### src/rtl/osc_pkg.sv
// Constants for the oscillator source control block.
// Assumes an 8-bit register port and oscillator tick pins from the analog side.
`default_nettype none
package osc_pkg;

	// ----------------------------------------------------------------
	// Register offsets
	// ----------------------------------------------------------------
	localparam logic [7:0] OSC_PCC_ADDR      = 8'hC4;
	localparam logic [7:0] OSC_STAT_ADDR     = 8'hC5;
	localparam logic [7:0] OSC_EVT_STAT_ADDR = 8'hCC;
	localparam logic [7:0] OSC_EVT_MASK_ADDR = 8'hCD;

	// ----------------------------------------------------------------
	// Field positions
	// ----------------------------------------------------------------
	localparam int OSC_PCC_SEL     = 7;
	localparam int OSC_PCC_RCFLAG  = 6;
	localparam int OSC_PCC_RSEL    = 5;
	localparam int OSC_PCC_SUBDIS  = 4;
	localparam int OSC_PCC_MAINDIS = 3;
	localparam int OSC_PCC_LSB     = 0;
	localparam int OSC_ST_SUBRDY   = 7;
	localparam int OSC_ST_HIP      = 6;
	localparam int OSC_ST_LIP      = 5;
	localparam int OSC_ST_MAINRDY  = 4;
	localparam int OSC_EVT_MAIN    = 0;
	localparam int OSC_EVT_SUB     = 1;
	localparam int OSC_EVT_W       = 2;

	// ----------------------------------------------------------------
	// Reset values
	// ----------------------------------------------------------------
	localparam logic [7:0] OSC_PCC_RESET      = 8'h81;
	localparam logic       OSC_MAIN_RDY_RESET = 1'b1;
	localparam logic       OSC_SUB_RDY_RESET  = 1'b0;
	localparam logic [1:0] OSC_EVT_RESET      = 2'h0;

	// ----------------------------------------------------------------
	// Warm-up counts, in oscillator clocks
	// ----------------------------------------------------------------
	localparam int OSC_CNT_W           = 17;
	localparam int OSC_MAIN_WARM_SHORT = 4096;
	localparam int OSC_MAIN_WARM_LONG  = 65536;
	localparam int OSC_SUB_WARM_SHORT  = 1024;
	localparam int OSC_SUB_WARM_LONG   = 65536;

endpackage
`default_nettype wire

### src/rtl/osc_warm_if.sv
// Link between the control logic and one warm-up counter.
// Assumes both ends run on sys_clk.
`timescale 1ns/10ps
`default_nettype none
interface osc_warm_if;
	logic run;
	logic tick;
	logic longSel;
	logic ready;

	modport ctl (output run, output tick, output longSel, input ready);
	modport cnt (input run, input tick, input longSel, output ready);
endinterface
`default_nettype wire

### src/rtl/osc_sync.sv
// Two-flop synchroniser for pins from outside the sys_clk domain.
// Assumes inputs are asynchronous levels.
`timescale 1ns/10ps
`default_nettype none
module osc_sync #(
	parameter int W = 1
) (
	input  wire logic         sys_clk,
	input  wire logic         reset_n,
	input  wire logic         clkEn,
	input  wire logic [W-1:0] d,
	output logic      [W-1:0] q
);
	typedef struct packed {
		logic [W-1:0] s1;
		logic [W-1:0] s2;
	} osc_sync_t;

	osc_sync_t st_q;
	osc_sync_t st_d;

	always_comb begin
		st_d    = st_q;
		st_d.s1 = d;
		st_d.s2 = st_q.s1;
	end

	always_ff @(posedge sys_clk or negedge reset_n) begin
		if (!reset_n) begin
			st_q <= '0;
		end else if (clkEn) begin
			st_q <= st_d;
		end
	end

	assign q = st_q.s2;
endmodule // osc_sync
`default_nettype wire

### src/rtl/osc_warmup.sv
// Warm-up counter for one oscillator.
// Assumes tick is a one-cycle pulse per oscillator clock, on sys_clk.
`timescale 1ns/10ps
`default_nettype none
module osc_warmup #(
	parameter int   SHORT_CNT  = 1024,
	parameter int   LONG_CNT   = 65536,
	parameter logic READY_INIT = 1'b0
) (
	input wire logic sys_clk,
	input wire logic reset_n,
	input wire logic clkEn,
	osc_warm_if.cnt  w
);
	import osc_pkg::*;

	localparam logic [OSC_CNT_W-1:0] SHORT_LAST = OSC_CNT_W'(SHORT_CNT - 1);
	localparam logic [OSC_CNT_W-1:0] LONG_LAST  = OSC_CNT_W'(LONG_CNT - 1);

	typedef struct packed {
		logic [OSC_CNT_W-1:0] cnt;
		logic                 ready;
	} osc_warm_t;

	osc_warm_t            st_q;
	osc_warm_t            st_d;
	logic [OSC_CNT_W-1:0] lastCnt;

	assign lastCnt = w.longSel ? LONG_LAST : SHORT_LAST; // RULE_10 RULE_13

	always_comb begin
		st_d = st_q;
		if (!w.run) begin
			st_d.cnt   = '0;
			st_d.ready = 1'b0;
		end else if (w.tick && !st_q.ready) begin
			if (st_q.cnt == lastCnt) begin
				st_d.ready = 1'b1; // RULE_17
			end else begin
				st_d.cnt = st_q.cnt + 1'b1;
			end
		end
	end

	always_ff @(posedge sys_clk or negedge reset_n) begin
		if (!reset_n) begin
			st_q <= '{cnt: '0, ready: READY_INIT};
		end else if (clkEn) begin
			st_q <= st_d;
		end
	end

	// Stopped oscillator reports not ready at once
	assign w.ready = st_q.ready & w.run;
endmodule // osc_warmup
`default_nettype wire

### src/rtl/osc_source_ctl.sv
// Oscillator source control: clock source select, oscillator disables,
// warm-up tracking, power-down resume and interrupt-level status.
// Assumes CPU strobes on sys_clk; oscillator ticks and option straps are pins.
//
// Added by the designer: the address-and-strobe port.
`timescale 1ns/10ps
`default_nettype none

// Summary of operation
// (RULE_01) Source-select one runs from crystal, zero from RC oscillator.
// (RULE_02) Setting source-select ignored unless main ready and main not disabled.
// (RULE_03) Read-only RC flag is one while running from RC, else zero.
// (RULE_04) Power-down resume: continue on RC if resume-select, else stall for warm-up. The code does not stall while main disable is set.
// (RULE_05) Sub-oscillator disable bit stops the sub-oscillator.
// (RULE_06) Main disable stops crystal; may be set only while running from RC.
// (RULE_07) Clearing main disable restarts crystal; ready set after warm-up.
// (RULE_08) Software always writes one into bit zero of the control register.
// (RULE_09) Sub ready set after warm-up, cleared whenever sub disable is set.
// (RULE_10) Sub warm-up is 1024 or 65536 clocks, chosen by option strap.
// (RULE_11) Main ready cleared whenever the crystal restarts or is disabled.
// (RULE_12) Main ready reads one after power-on reset.
// (RULE_13) Crystal warm-up is 4096 or 65536 clocks, chosen by option strap.
// (RULE_14) High-priority-active set during high service, cleared by its return.
// (RULE_15) Low-priority-active set during low service, cleared by its return.
// (RULE_16) Software waits ten instructions after sub ready before switching to it.
// (RULE_17) Each counter counts its own oscillator and sets ready at the count.
module osc_source_ctl #(
	parameter int MAIN_WARM_LONG = osc_pkg::OSC_MAIN_WARM_LONG,
	parameter int SUB_WARM_LONG  = osc_pkg::OSC_SUB_WARM_LONG
) (
	input  wire logic       sys_clk,
	input  wire logic       reset_n,
	input  wire logic       clkEn,
	input  wire logic [7:0] regAddr,
	input  wire logic [7:0] regWrData,
	input  wire logic       regWr,
	input  wire logic       regRd,
	output logic      [7:0] regRdData,
	input  wire logic       mainOscClk,
	input  wire logic       subOscClk,
	input  wire logic       mainWarmLong,
	input  wire logic       subWarmLong,
	input  wire logic       pdEnter,
	input  wire logic       pdWake,
	input  wire logic       intEnterHigh,
	input  wire logic       intEnterLow,
	input  wire logic       intReturn,
	output logic            sysClkSelXtal,
	output logic            mainOscEnable,
	output logic            subOscEnable,
	output logic            cpuStall,
	output logic            irq
);
	import osc_pkg::*;

	// ----------------------------------------------------------------
	// State
	// ----------------------------------------------------------------
	typedef struct packed {
		logic                 sel;
		logic                 rsel;
		logic                 subDis;
		logic                 mainDis;
		logic                 lsb;
		logic                 high_prio_active;
		logic                 low_prio_active;
		logic                 pd;
		logic                 stall;
		logic                 mainEn;
		logic                 subEn;
		logic                 mainTickPrev;
		logic                 subTickPrev;
		logic                 mainRdyPrev;
		logic                 subRdyPrev;
		logic [OSC_EVT_W-1:0] evt;
		logic [OSC_EVT_W-1:0] mask;
		logic [7:0]           rdData;
		logic                 irq;
	} osc_state_t;

	localparam osc_state_t ST_RESET = '{
		sel:          OSC_PCC_RESET[OSC_PCC_SEL],
		rsel:         OSC_PCC_RESET[OSC_PCC_RSEL],
		subDis:       OSC_PCC_RESET[OSC_PCC_SUBDIS],
		mainDis:      OSC_PCC_RESET[OSC_PCC_MAINDIS],
		lsb:          OSC_PCC_RESET[OSC_PCC_LSB],
		high_prio_active:          1'b0,
		low_prio_active:          1'b0,
		pd:           1'b0,
		stall:        1'b0,
		mainEn:       ~OSC_PCC_RESET[OSC_PCC_MAINDIS],
		subEn:        ~OSC_PCC_RESET[OSC_PCC_SUBDIS],
		mainTickPrev: 1'b0,
		subTickPrev:  1'b0,
		mainRdyPrev:  OSC_MAIN_RDY_RESET,
		subRdyPrev:   OSC_SUB_RDY_RESET,
		evt:          OSC_EVT_RESET,
		mask:         OSC_EVT_RESET,
		rdData:       8'h00,
		irq:          1'b0
	};

	osc_state_t st_q;
	osc_state_t st_d;

	// ----------------------------------------------------------------
	// Pin synchronisers and warm-up counters
	// ----------------------------------------------------------------
	logic [3:0] pinSync;
	logic       mainTick;
	logic       subTick;
	logic       mainRdy;
	logic       subRdy;

	osc_sync #(.W(4)) u_sync (
		.sys_clk (sys_clk),
		.reset_n (reset_n),
		.clkEn   (clkEn),
		.d       ({subWarmLong, mainWarmLong, subOscClk, mainOscClk}),
		.q       (pinSync)
	);

	assign mainTick = pinSync[0] & ~st_q.mainTickPrev;
	assign subTick  = pinSync[1] & ~st_q.subTickPrev;

	osc_warm_if mainW ();
	osc_warm_if subW ();

	assign mainW.run     = st_q.mainEn; // RULE_07 RULE_11
	assign mainW.tick    = mainTick; // RULE_17
	assign mainW.longSel = pinSync[2]; // RULE_13
	assign subW.run      = st_q.subEn; // RULE_09
	assign subW.tick     = subTick; // RULE_17
	assign subW.longSel  = pinSync[3]; // RULE_10
	assign mainRdy       = mainW.ready;
	assign subRdy        = subW.ready;

	osc_warmup #(
		.SHORT_CNT  (OSC_MAIN_WARM_SHORT),
		.LONG_CNT   (MAIN_WARM_LONG),
		.READY_INIT (OSC_MAIN_RDY_RESET) // RULE_12
	) u_main_warm (
		.sys_clk (sys_clk),
		.reset_n (reset_n),
		.clkEn   (clkEn),
		.w       (mainW)
	);

	osc_warmup #(
		.SHORT_CNT  (OSC_SUB_WARM_SHORT),
		.LONG_CNT   (SUB_WARM_LONG),
		.READY_INIT (OSC_SUB_RDY_RESET)
	) u_sub_warm (
		.sys_clk (sys_clk),
		.reset_n (reset_n),
		.clkEn   (clkEn),
		.w       (subW)
	);

	// ----------------------------------------------------------------
	// Register decode and read views
	// ----------------------------------------------------------------
	logic                 wrPcc;
	logic                 wrEvt;
	logic                 wrMask;
	logic [7:0]           pccView;
	logic [7:0]           statView;
	logic [OSC_EVT_W-1:0] evtSet;

	assign wrPcc  = regWr && regAddr == OSC_PCC_ADDR;
	assign wrEvt  = regWr && regAddr == OSC_EVT_STAT_ADDR;
	assign wrMask = regWr && regAddr == OSC_EVT_MASK_ADDR;

	always_comb begin
		pccView                  = 8'h00;
		pccView[OSC_PCC_SEL]     = st_q.sel;
		pccView[OSC_PCC_RCFLAG]  = ~st_q.sel; // RULE_03
		pccView[OSC_PCC_RSEL]    = st_q.rsel;
		pccView[OSC_PCC_SUBDIS]  = st_q.subDis;
		pccView[OSC_PCC_MAINDIS] = st_q.mainDis;
		pccView[OSC_PCC_LSB]     = st_q.lsb;
		statView                 = 8'h00;
		statView[OSC_ST_SUBRDY]  = subRdy;
		statView[OSC_ST_HIP]     = st_q.high_prio_active;
		statView[OSC_ST_LIP]     = st_q.low_prio_active;
		statView[OSC_ST_MAINRDY] = mainRdy;
	end

	assign evtSet[OSC_EVT_MAIN] = mainRdy & ~st_q.mainRdyPrev;
	assign evtSet[OSC_EVT_SUB]  = subRdy & ~st_q.subRdyPrev;

	// ----------------------------------------------------------------
	// Next state
	// ----------------------------------------------------------------
	always_comb begin
		st_d              = st_q;
		st_d.mainTickPrev = pinSync[0];
		st_d.subTickPrev  = pinSync[1];
		st_d.mainRdyPrev  = mainRdy;
		st_d.subRdyPrev   = subRdy;

		if (wrPcc) begin
			// Disable first, so one write cannot both select and disable the crystal
			if (!regWrData[OSC_PCC_MAINDIS]) begin
				st_d.mainDis = 1'b0; // RULE_07
			end else if (!st_q.sel) begin
				st_d.mainDis = 1'b1; // RULE_06
			end
			if (!regWrData[OSC_PCC_SEL]) begin
				st_d.sel = 1'b0; // RULE_01
			end else if (mainRdy && !st_q.mainDis && !st_d.mainDis) begin
				st_d.sel = 1'b1; // RULE_02
			end
			st_d.rsel   = regWrData[OSC_PCC_RSEL];
			st_d.subDis = regWrData[OSC_PCC_SUBDIS]; // RULE_05
			st_d.lsb    = regWrData[OSC_PCC_LSB]; // RULE_08
		end

		// Power-down entry and resume
		if (pdEnter) begin
			st_d.pd = 1'b1;
		end else if (pdWake && st_q.pd) begin
			st_d.pd = 1'b0;
			if (st_q.rsel) begin
				st_d.sel = 1'b0; // RULE_04
			end else if (!st_q.mainDis) begin
				st_d.stall = 1'b1; // RULE_04
			end
		end
		if (st_q.stall && mainRdy) begin
			st_d.stall = 1'b0; // RULE_04
		end
		st_d.mainEn = ~st_d.mainDis & ~st_d.pd; // RULE_06 RULE_11
		st_d.subEn  = ~st_d.subDis; // RULE_05

		// Interrupt service levels, return closes the innermost first
		if (intReturn) begin
			if (st_q.high_prio_active) begin
				st_d.high_prio_active = 1'b0; // RULE_14
			end else begin
				st_d.low_prio_active = 1'b0; // RULE_15
			end
		end
		if (intEnterHigh) begin
			st_d.high_prio_active = 1'b1; // RULE_14
		end
		if (intEnterLow) begin
			st_d.low_prio_active = 1'b1; // RULE_15
		end

		// Sticky events, set wins over write-one-to-clear
		if (wrEvt) begin
			st_d.evt = st_q.evt & ~regWrData[OSC_EVT_W-1:0];
		end
		st_d.evt = st_d.evt | evtSet;
		if (wrMask) begin
			st_d.mask = regWrData[OSC_EVT_W-1:0];
		end
		st_d.irq = |(st_d.evt & st_d.mask);

		// Read data valid in the cycle after the strobe only
		st_d.rdData = 8'h00;
		if (regRd) begin
			case (regAddr)
				OSC_PCC_ADDR:      st_d.rdData = pccView;
				OSC_STAT_ADDR:     st_d.rdData = statView;
				OSC_EVT_STAT_ADDR: st_d.rdData = {6'h00, st_q.evt};
				OSC_EVT_MASK_ADDR: st_d.rdData = {6'h00, st_q.mask};
				default:           st_d.rdData = 8'h00;
			endcase
		end
	end

	always_ff @(posedge sys_clk or negedge reset_n) begin
		if (!reset_n) begin
			st_q <= ST_RESET;
		end else if (clkEn) begin
			st_q <= st_d;
		end
	end

	// ----------------------------------------------------------------
	// Outputs
	// ----------------------------------------------------------------
	assign regRdData     = st_q.rdData;
	assign sysClkSelXtal = st_q.sel; // RULE_01
	assign mainOscEnable = st_q.mainEn;
	assign subOscEnable  = st_q.subEn;
	assign cpuStall      = st_q.stall;
	assign irq           = st_q.irq;
endmodule // osc_source_ctl
`default_nettype wire

### config.mk
export PLATFORM = sky130hd
export DESIGN_NAME = osc_source_ctl
export DESIGN_NICKNAME = d
export VERILOG_FILES = /design/src/rtl/osc_pkg.sv /design/src/rtl/osc_warm_if.sv /design/src/rtl/osc_sync.sv /design/src/rtl/osc_warmup.sv /design/src/rtl/osc_source_ctl.sv
export SDC_FILE = /design/constraint.sdc
export NUM_CORES = 1
export LEC_CHECK = 0
export ABC_CLOCK_PERIOD_IN_PS = 3100
export BUFFER_PORTS_ARGS = -buffer_cell sky130_fd_sc_hd__buf_2
export CAP_MARGIN = 20
export CORE_ASPECT_RATIO = 0.6
export CORE_UTILIZATION = 60
export CTS_CLUSTER_SIZE = 8
export DETAILED_ROUTE_END_ITERATION = 12
export PLACE_DENSITY_LB_ADDON = 0.08
export SYNTH_ARGS = -nofsm -noshare
export SYNTH_HDL_FRONTEND = slang
export SYNTH_SLANG_ARGS = --single-unit
### constraint.sdc
create_clock -name sys_clk -period 3.1 [get_ports sys_clk]
set_input_delay 0.62 -clock sys_clk [delete_from_list [all_inputs] [get_ports sys_clk]]
set_output_delay 0.62 -clock sys_clk [all_outputs]
set_load 0.05 [all_outputs]
# Word-level counts from Yosys, hierarchy flattened
# Cells that the tools add are included.
[op_classes] n_addsub=2 eq_ne=16 reduce_logical=25 mux=33 bitwise_logic=19
[op_table] operator="$mux 18" count=4
[op_table] operator="$add 17x1->17 const B" count=2
[op_table] operator="$eq 17x17->1" count=2
[op_table] operator="$mux 17" count=2
[op_table] operator="$eq 8x8->1 const B" count=4
[op_table] operator="$mux 16" count=2
[op_table] operator="$pmux 8 s4" count=1
[op_table] operator="$mux 1" count=18
[op_table] operator="$reduce_and 3->1" count=5
[op_table] operator="$ne 2x1->1 const B" count=7
[op_table] operator="$logic_and 1x1->1" count=9
[op_table] operator="$mux 2" count=4
[op_table] operator="$mux 8" count=1
[op_table] operator="$not 1->1" count=8
[op_table] operator="$and 1x1->1" count=7
[op_table] operator="$ne 2x2->1 const B" count=3
[op_table] operator="$reduce_bool 2->1" count=3
[op_table] operator="$mux 5" count=1
[op_table] operator="$reduce_and 5->1" count=1
[op_table] operator="$and 2x2->2" count=2
[op_table] operator="$logic_not 1->1" count=4
[op_table] operator="$reduce_and 2->1" count=2
[op_table] operator="$not 2->2" count=1
[op_table] operator="$or 2x2->2" count=1
[op_table] operator="$reduce_or 2->1" count=1
[totals] in_bits=30 output_inout_bits=13 word_cells=120 regBits=72

# Depth between registers and ports, before layout
[logic_depth] ltp_word=11 mapped_depth=8 ltp_nobuf=6

# By module
# From an unflattened synthesis, not the netlist that was laid out.
[hier_totals] hier_cells=402 hier_area_um2=3932.5
[by_module_without_submodules] mod="osc_source_ctl" area_each_um2=1445.1 n_inst=1 cells_per_inst=139 seq_area_each_um2=681.9
[by_module_without_submodules] mod="osc_warmup at u_sub_warm" area_each_um2=1121.1 n_inst=1 cells_per_inst=129 seq_area_each_um2=450.4
[by_module_without_submodules] mod="osc_warmup at u_main_warm" area_each_um2=1034.7 n_inst=1 cells_per_inst=117 seq_area_each_um2=451.7
[by_module_without_submodules] mod="osc_sync" area_each_um2=331.6 n_inst=1 cells_per_inst=17 seq_area_each_um2=200.2

# Worst setup path after synthesis
# No wires, ideal clock.
[synth_timing] path_kind="input port to flip-flop" start="in clkEn" end="reg u_sub_warm.st_q[11] (netlist bit)" t_required_ns=3.022 cell_stages=6 setup_slack_ns=1.013 arrival_ns=2.009 n_path_buf=1 setup_ns=0.078 cell_sequence="buf_4 nand4bb_2 and2_4 or3_4 or4_1 a21oi_1"
[synth_via] elab_chain_cells=1
[synth_rtl] item="from (decl)" line_no="osc_source_ctl.sv:33" source="input wire logic clkEn,"
[synth_rtl] item="$reduce_and 3->1 (no source line)"
[synth_rtl] item="to (signal assigned)" line_no="osc_warmup.sv:47" source="st_q <= '{cnt: '0, ready: READY_INIT};"
[synth_rtl] item="to (signal assigned)" line_no="osc_warmup.sv:49" source="st_q <= st_d;"
[synth_rtl] item="to (decl)" line_no="osc_warmup.sv:25" source="osc_warm_t st_q;"
# No other way between the ends.
# A chain may end at the register's enable or synchronous reset.

# Final worst setup path
# Same ends and word-level chain as after synthesis.

==> impl_metrics.json <==
{
  "status": "finished, final reports clean",
  "synth_ff_type": "dfrtp_1",
  "postCtsResizedCells": 0,
  "rr_endpoint": "u_sub_warm.st_q[6]",
  "worstSkewPairLatency_ps": 340,
  "io_pins": 43,
  "fillers": 456,
  "synth_nets": 420,
  "avgViaCountPerCell": 6.04,
  "tns_ps": 0,
  "drv_slew": 0,
  "path_clk_slew_ps": 70,
  "grt_pass1_vias": 2936,
  "worstReg2RegStart": "u_sub_warm.st_q[7]",
  "grt-ovfl-total": 0,
  "r2r_cells": 5,
  "drt-total-wl_microns": 8000,
  "cts_tree": "yes",
  "nNetsFinal": 454,
  "netlist_top_cells_count": "dfrtp_1 (65), nand2_1 (30), a21oi_1 (28)",
  "power_density_nw_per_um2": 487,
  "hold_slack_ps": 289,
  "hold_buffers": 0,
  "num_rows": 21,
  "ctsHtreeMaxLevel": 3,
  "port_buffers": 39,
  "leakagePower_nw": 1.85,
  "synth_edf_count": 0,
  "dr.pass1.iters": 4,
  "synth_area_leaders": "dfrtp_1 (43%), mux2_2 (5.1%), dfstp_2 (4.2%)",
  "drc": 0,
  "vias": 3060,
  "synth_top_area_cell": "dfrtp_1",
  "cts_inserted_buffers": 9,
  "grt_setup_unrepaired": "no",
  "maxCapViolCount": 0,
  "path_max_fanout": 19,
  "min_path_type": "in2async",
  "syn_area_per_cell_sq_um": 9.70,
  "synthesis.area_sq_um": 3760,
  "ir_drop_uv": 335,
  "root_buffer": "clkbuf_8",
  "tightestPinTransition_ps": 688,
  "yosysUniqueCellTypes": 59,
  "finalHoldViolCount": 0,
  "fmax_mhz": 442,
  "regToRegSetupSlack_ps": 940,
  "relSlewSlack_pct": 54.0,
  "hpwl_microns": 5610,
  "core_area_sq_um": 5810,
  "diodes": 0,
  "synth_top_area_share_pct": 43.2,
  "cts_sinks": 71,
  "startpoint": "clkEn",
  "die_h_microns": 63.3,
  "yosysMostFrequentCell": "dfrtp_1",
  "setup_viol": 0,
  "end_kind": "register",
  "postRouteAntennaNets": 0,
  "grt_max_degree": 72,
  "cts_setup_buffers": 0,
  "yosysSeqAreaShare_pct": 47.4,
  "fp.dieW_microns": 104,
  "start_util_pct": 64.8,
  "drt_iter0_drc": 225,
  "crit_required_ps": 3370,
  "finalCriticalPeriod_ps": 2260,
  "areaGrowthSynthToFinish_pct": 10.5,
  "grt_util_all_layers_pct": 27.8,
  "start_kind": "primary input",
  "ys_ff_latch": 71,
  "async_flop_share_pct": 100,
  "cts_buffer_depth": 2,
  "arrival_ps": 2530,
  "yosysWarnings": 0,
  "antenna_found_initial": 0,
  "grt_pass1_wl_microns": 14300,
  "fin_crit_sh_pct": 73.0,
  "finClkSkew_ps": 5.90,
  "post_drt_wl_per_cell_microns": 15.8,
  "worstSetupPathType": "in2reg",
  "die_area_sq_um": 6600,
  "gp_congestion": 0.830,
  "syn-instance-count": 388,
  "drive_gt1_share_pct": 23.0
}
==> through the flow <==
step | worst slack, ps | power (mW) | cells | area, sq um | utilization, %
finish | 837 | 2.02 | 507 | 4160 | 71.6
global route | 674 | 2.14 | 507 | 4160 | 71.6
CTS | 860 | 2.04 | 507 | 4160 | 71.6
detailed placement | 474 | 1.38 | 491 | 3980 | 68.6
global placement | 558 | 1.36 | 491 | 3980 | 68.6
floorplan | 1010 | 1.27 | 388 | 3760 | -
==> worst max-delay path, cell delays in order <==
cell      delay [ps]
buf_2            350
nand2b_1         320
and2_4           250
or3_4            420
or4_1            410
a21oi_1          150
==> state kept, by name (all words and copies together), names as in the netlist <==
name and count:
cpuStall 1, mainOscEnable 1, regRdData 7, u_main_warm.st_q 18
u_sync.q 4, pccView 4, u_sub_warm.st_q 18, u_sync.st_d 4
irq 1, sysClkSelXtal 1, subOscEnable 1, st_q 11
==> where the power goes <==
part	internal [mW]	leakage, nW	switching (mW)
combinational	0.117	0.833	0.172
clock	0.332	0.0894	0.332
sequential	1.00	0.923	0.0703
total	1.45	1.85	0.574
==> layer usage <==
| metal | routed length (microns) | vias up | part of all wire, % | GRT usage, % |
|---|---|---|---|---|
| li1 | - | 1476 | - | - |
| met1 | 3890 | 1459 | 49 | 41.2 |
| met3 | 589 | 6 | 7.4 | 7.97 |
| met4 | 57 | 0 | 0.71 | 6.25 |
| met2 | 3460 | 119 | 43 | 40.3 |
| met5 | 0 | - | 0 | 0 |
==> layout make-up <==
| class | instances | area (sq um) | share of cell area (%) |
|---|---|---|---|
| Sequential cell | 71 | 1780 | 42.9 |
| Inverter | 23 | 86.3 | 2.08 |
| Timing Repair Buffer | 46 | 260 | 6.26 |
| Clock buffer | 13 | 159 | 3.82 |
| Tap cell | 80 | 100 | 2.41 |
| Clock inverter | 3 | 17.5 | 0.421 |
| Multi-Input combinational cell | 271 | 1750 | 42.1 |
==> layout by cell type, fill, tap and decap left out, types with 3 or more instances in the layout <==
cell | synthesis | routed
dfrtp_1 | 65 | 65
buf_2 | 4 | 39
nand2_1 | 30 | 30
a21oi_1 | 28 | 28
nor2_1 | 24 | 24
inv_1 | 23 | 23
nand3_1 | 19 | 19
mux2_2 | 17 | 17
o21ai_0 | 14 | 14
nand4_1 | 11 | 11
mux2i_1 | 11 | 11
clkbuf_8 | 0 | 11
and3_1 | 9 | 9
a31oi_1 | 9 | 9
nor3_1 | 8 | 8
or3_1 | 7 | 7
nand2b_1 | 6 | 6
o21ai_1 | 6 | 6
dfstp_2 | 6 | 6
buf_4 | 9 | 6
nor2b_1 | 5 | 5
a211oi_1 | 5 | 5
or4_1 | 4 | 4
o22ai_1 | 4 | 4
a22o_1 | 4 | 4
o31ai_1 | 3 | 3
and2_1 | 3 | 3
a21o_1 | 3 | 3
a41o_1 | 3 | 3
==> worst max-delay path by stage <==
stage | to | slack [ps] | depth (start not counted)
2_1_floorplan | u_sub_warm.st_q[11] | 1010 | 6
3_3_place_gp | u_sub_warm.st_q[11] | 560 | 6
3_5_place_dp | u_sub_warm.st_q[13] | 470 | 6
4_1_cts | u_sub_warm.st_q[11] | 860 | 6
5_1_grt | u_sub_warm.st_q[15] | 670 | 6
6_report | u_sub_warm.st_q[11] | 840 | 6
==> logic make-up (layout without fill, tap and decap cells) <==
| logic type | count (synthesis) | after routing | synth area share, % |
|---|---|---|---|
| AO/OA/AOI/OAI | 95 | 95 | 16.6 |
| XOR/XNOR | 2 | 2 | 0.466 |
| adder cells (fa/ha/maj) | 2 | 2 | 0.665 |
| buffers and inverters | 46 | 85 | 6.02 |
| flip-flops | 71 | 71 | 47.4 |
| multiplexers | 28 | 28 | 8.01 |
| other | 1 | 1 | 0.0997 |
| AND/OR/NAND/NOR | 143 | 143 | 20.8 |
(Power assumes the default switching activity.)
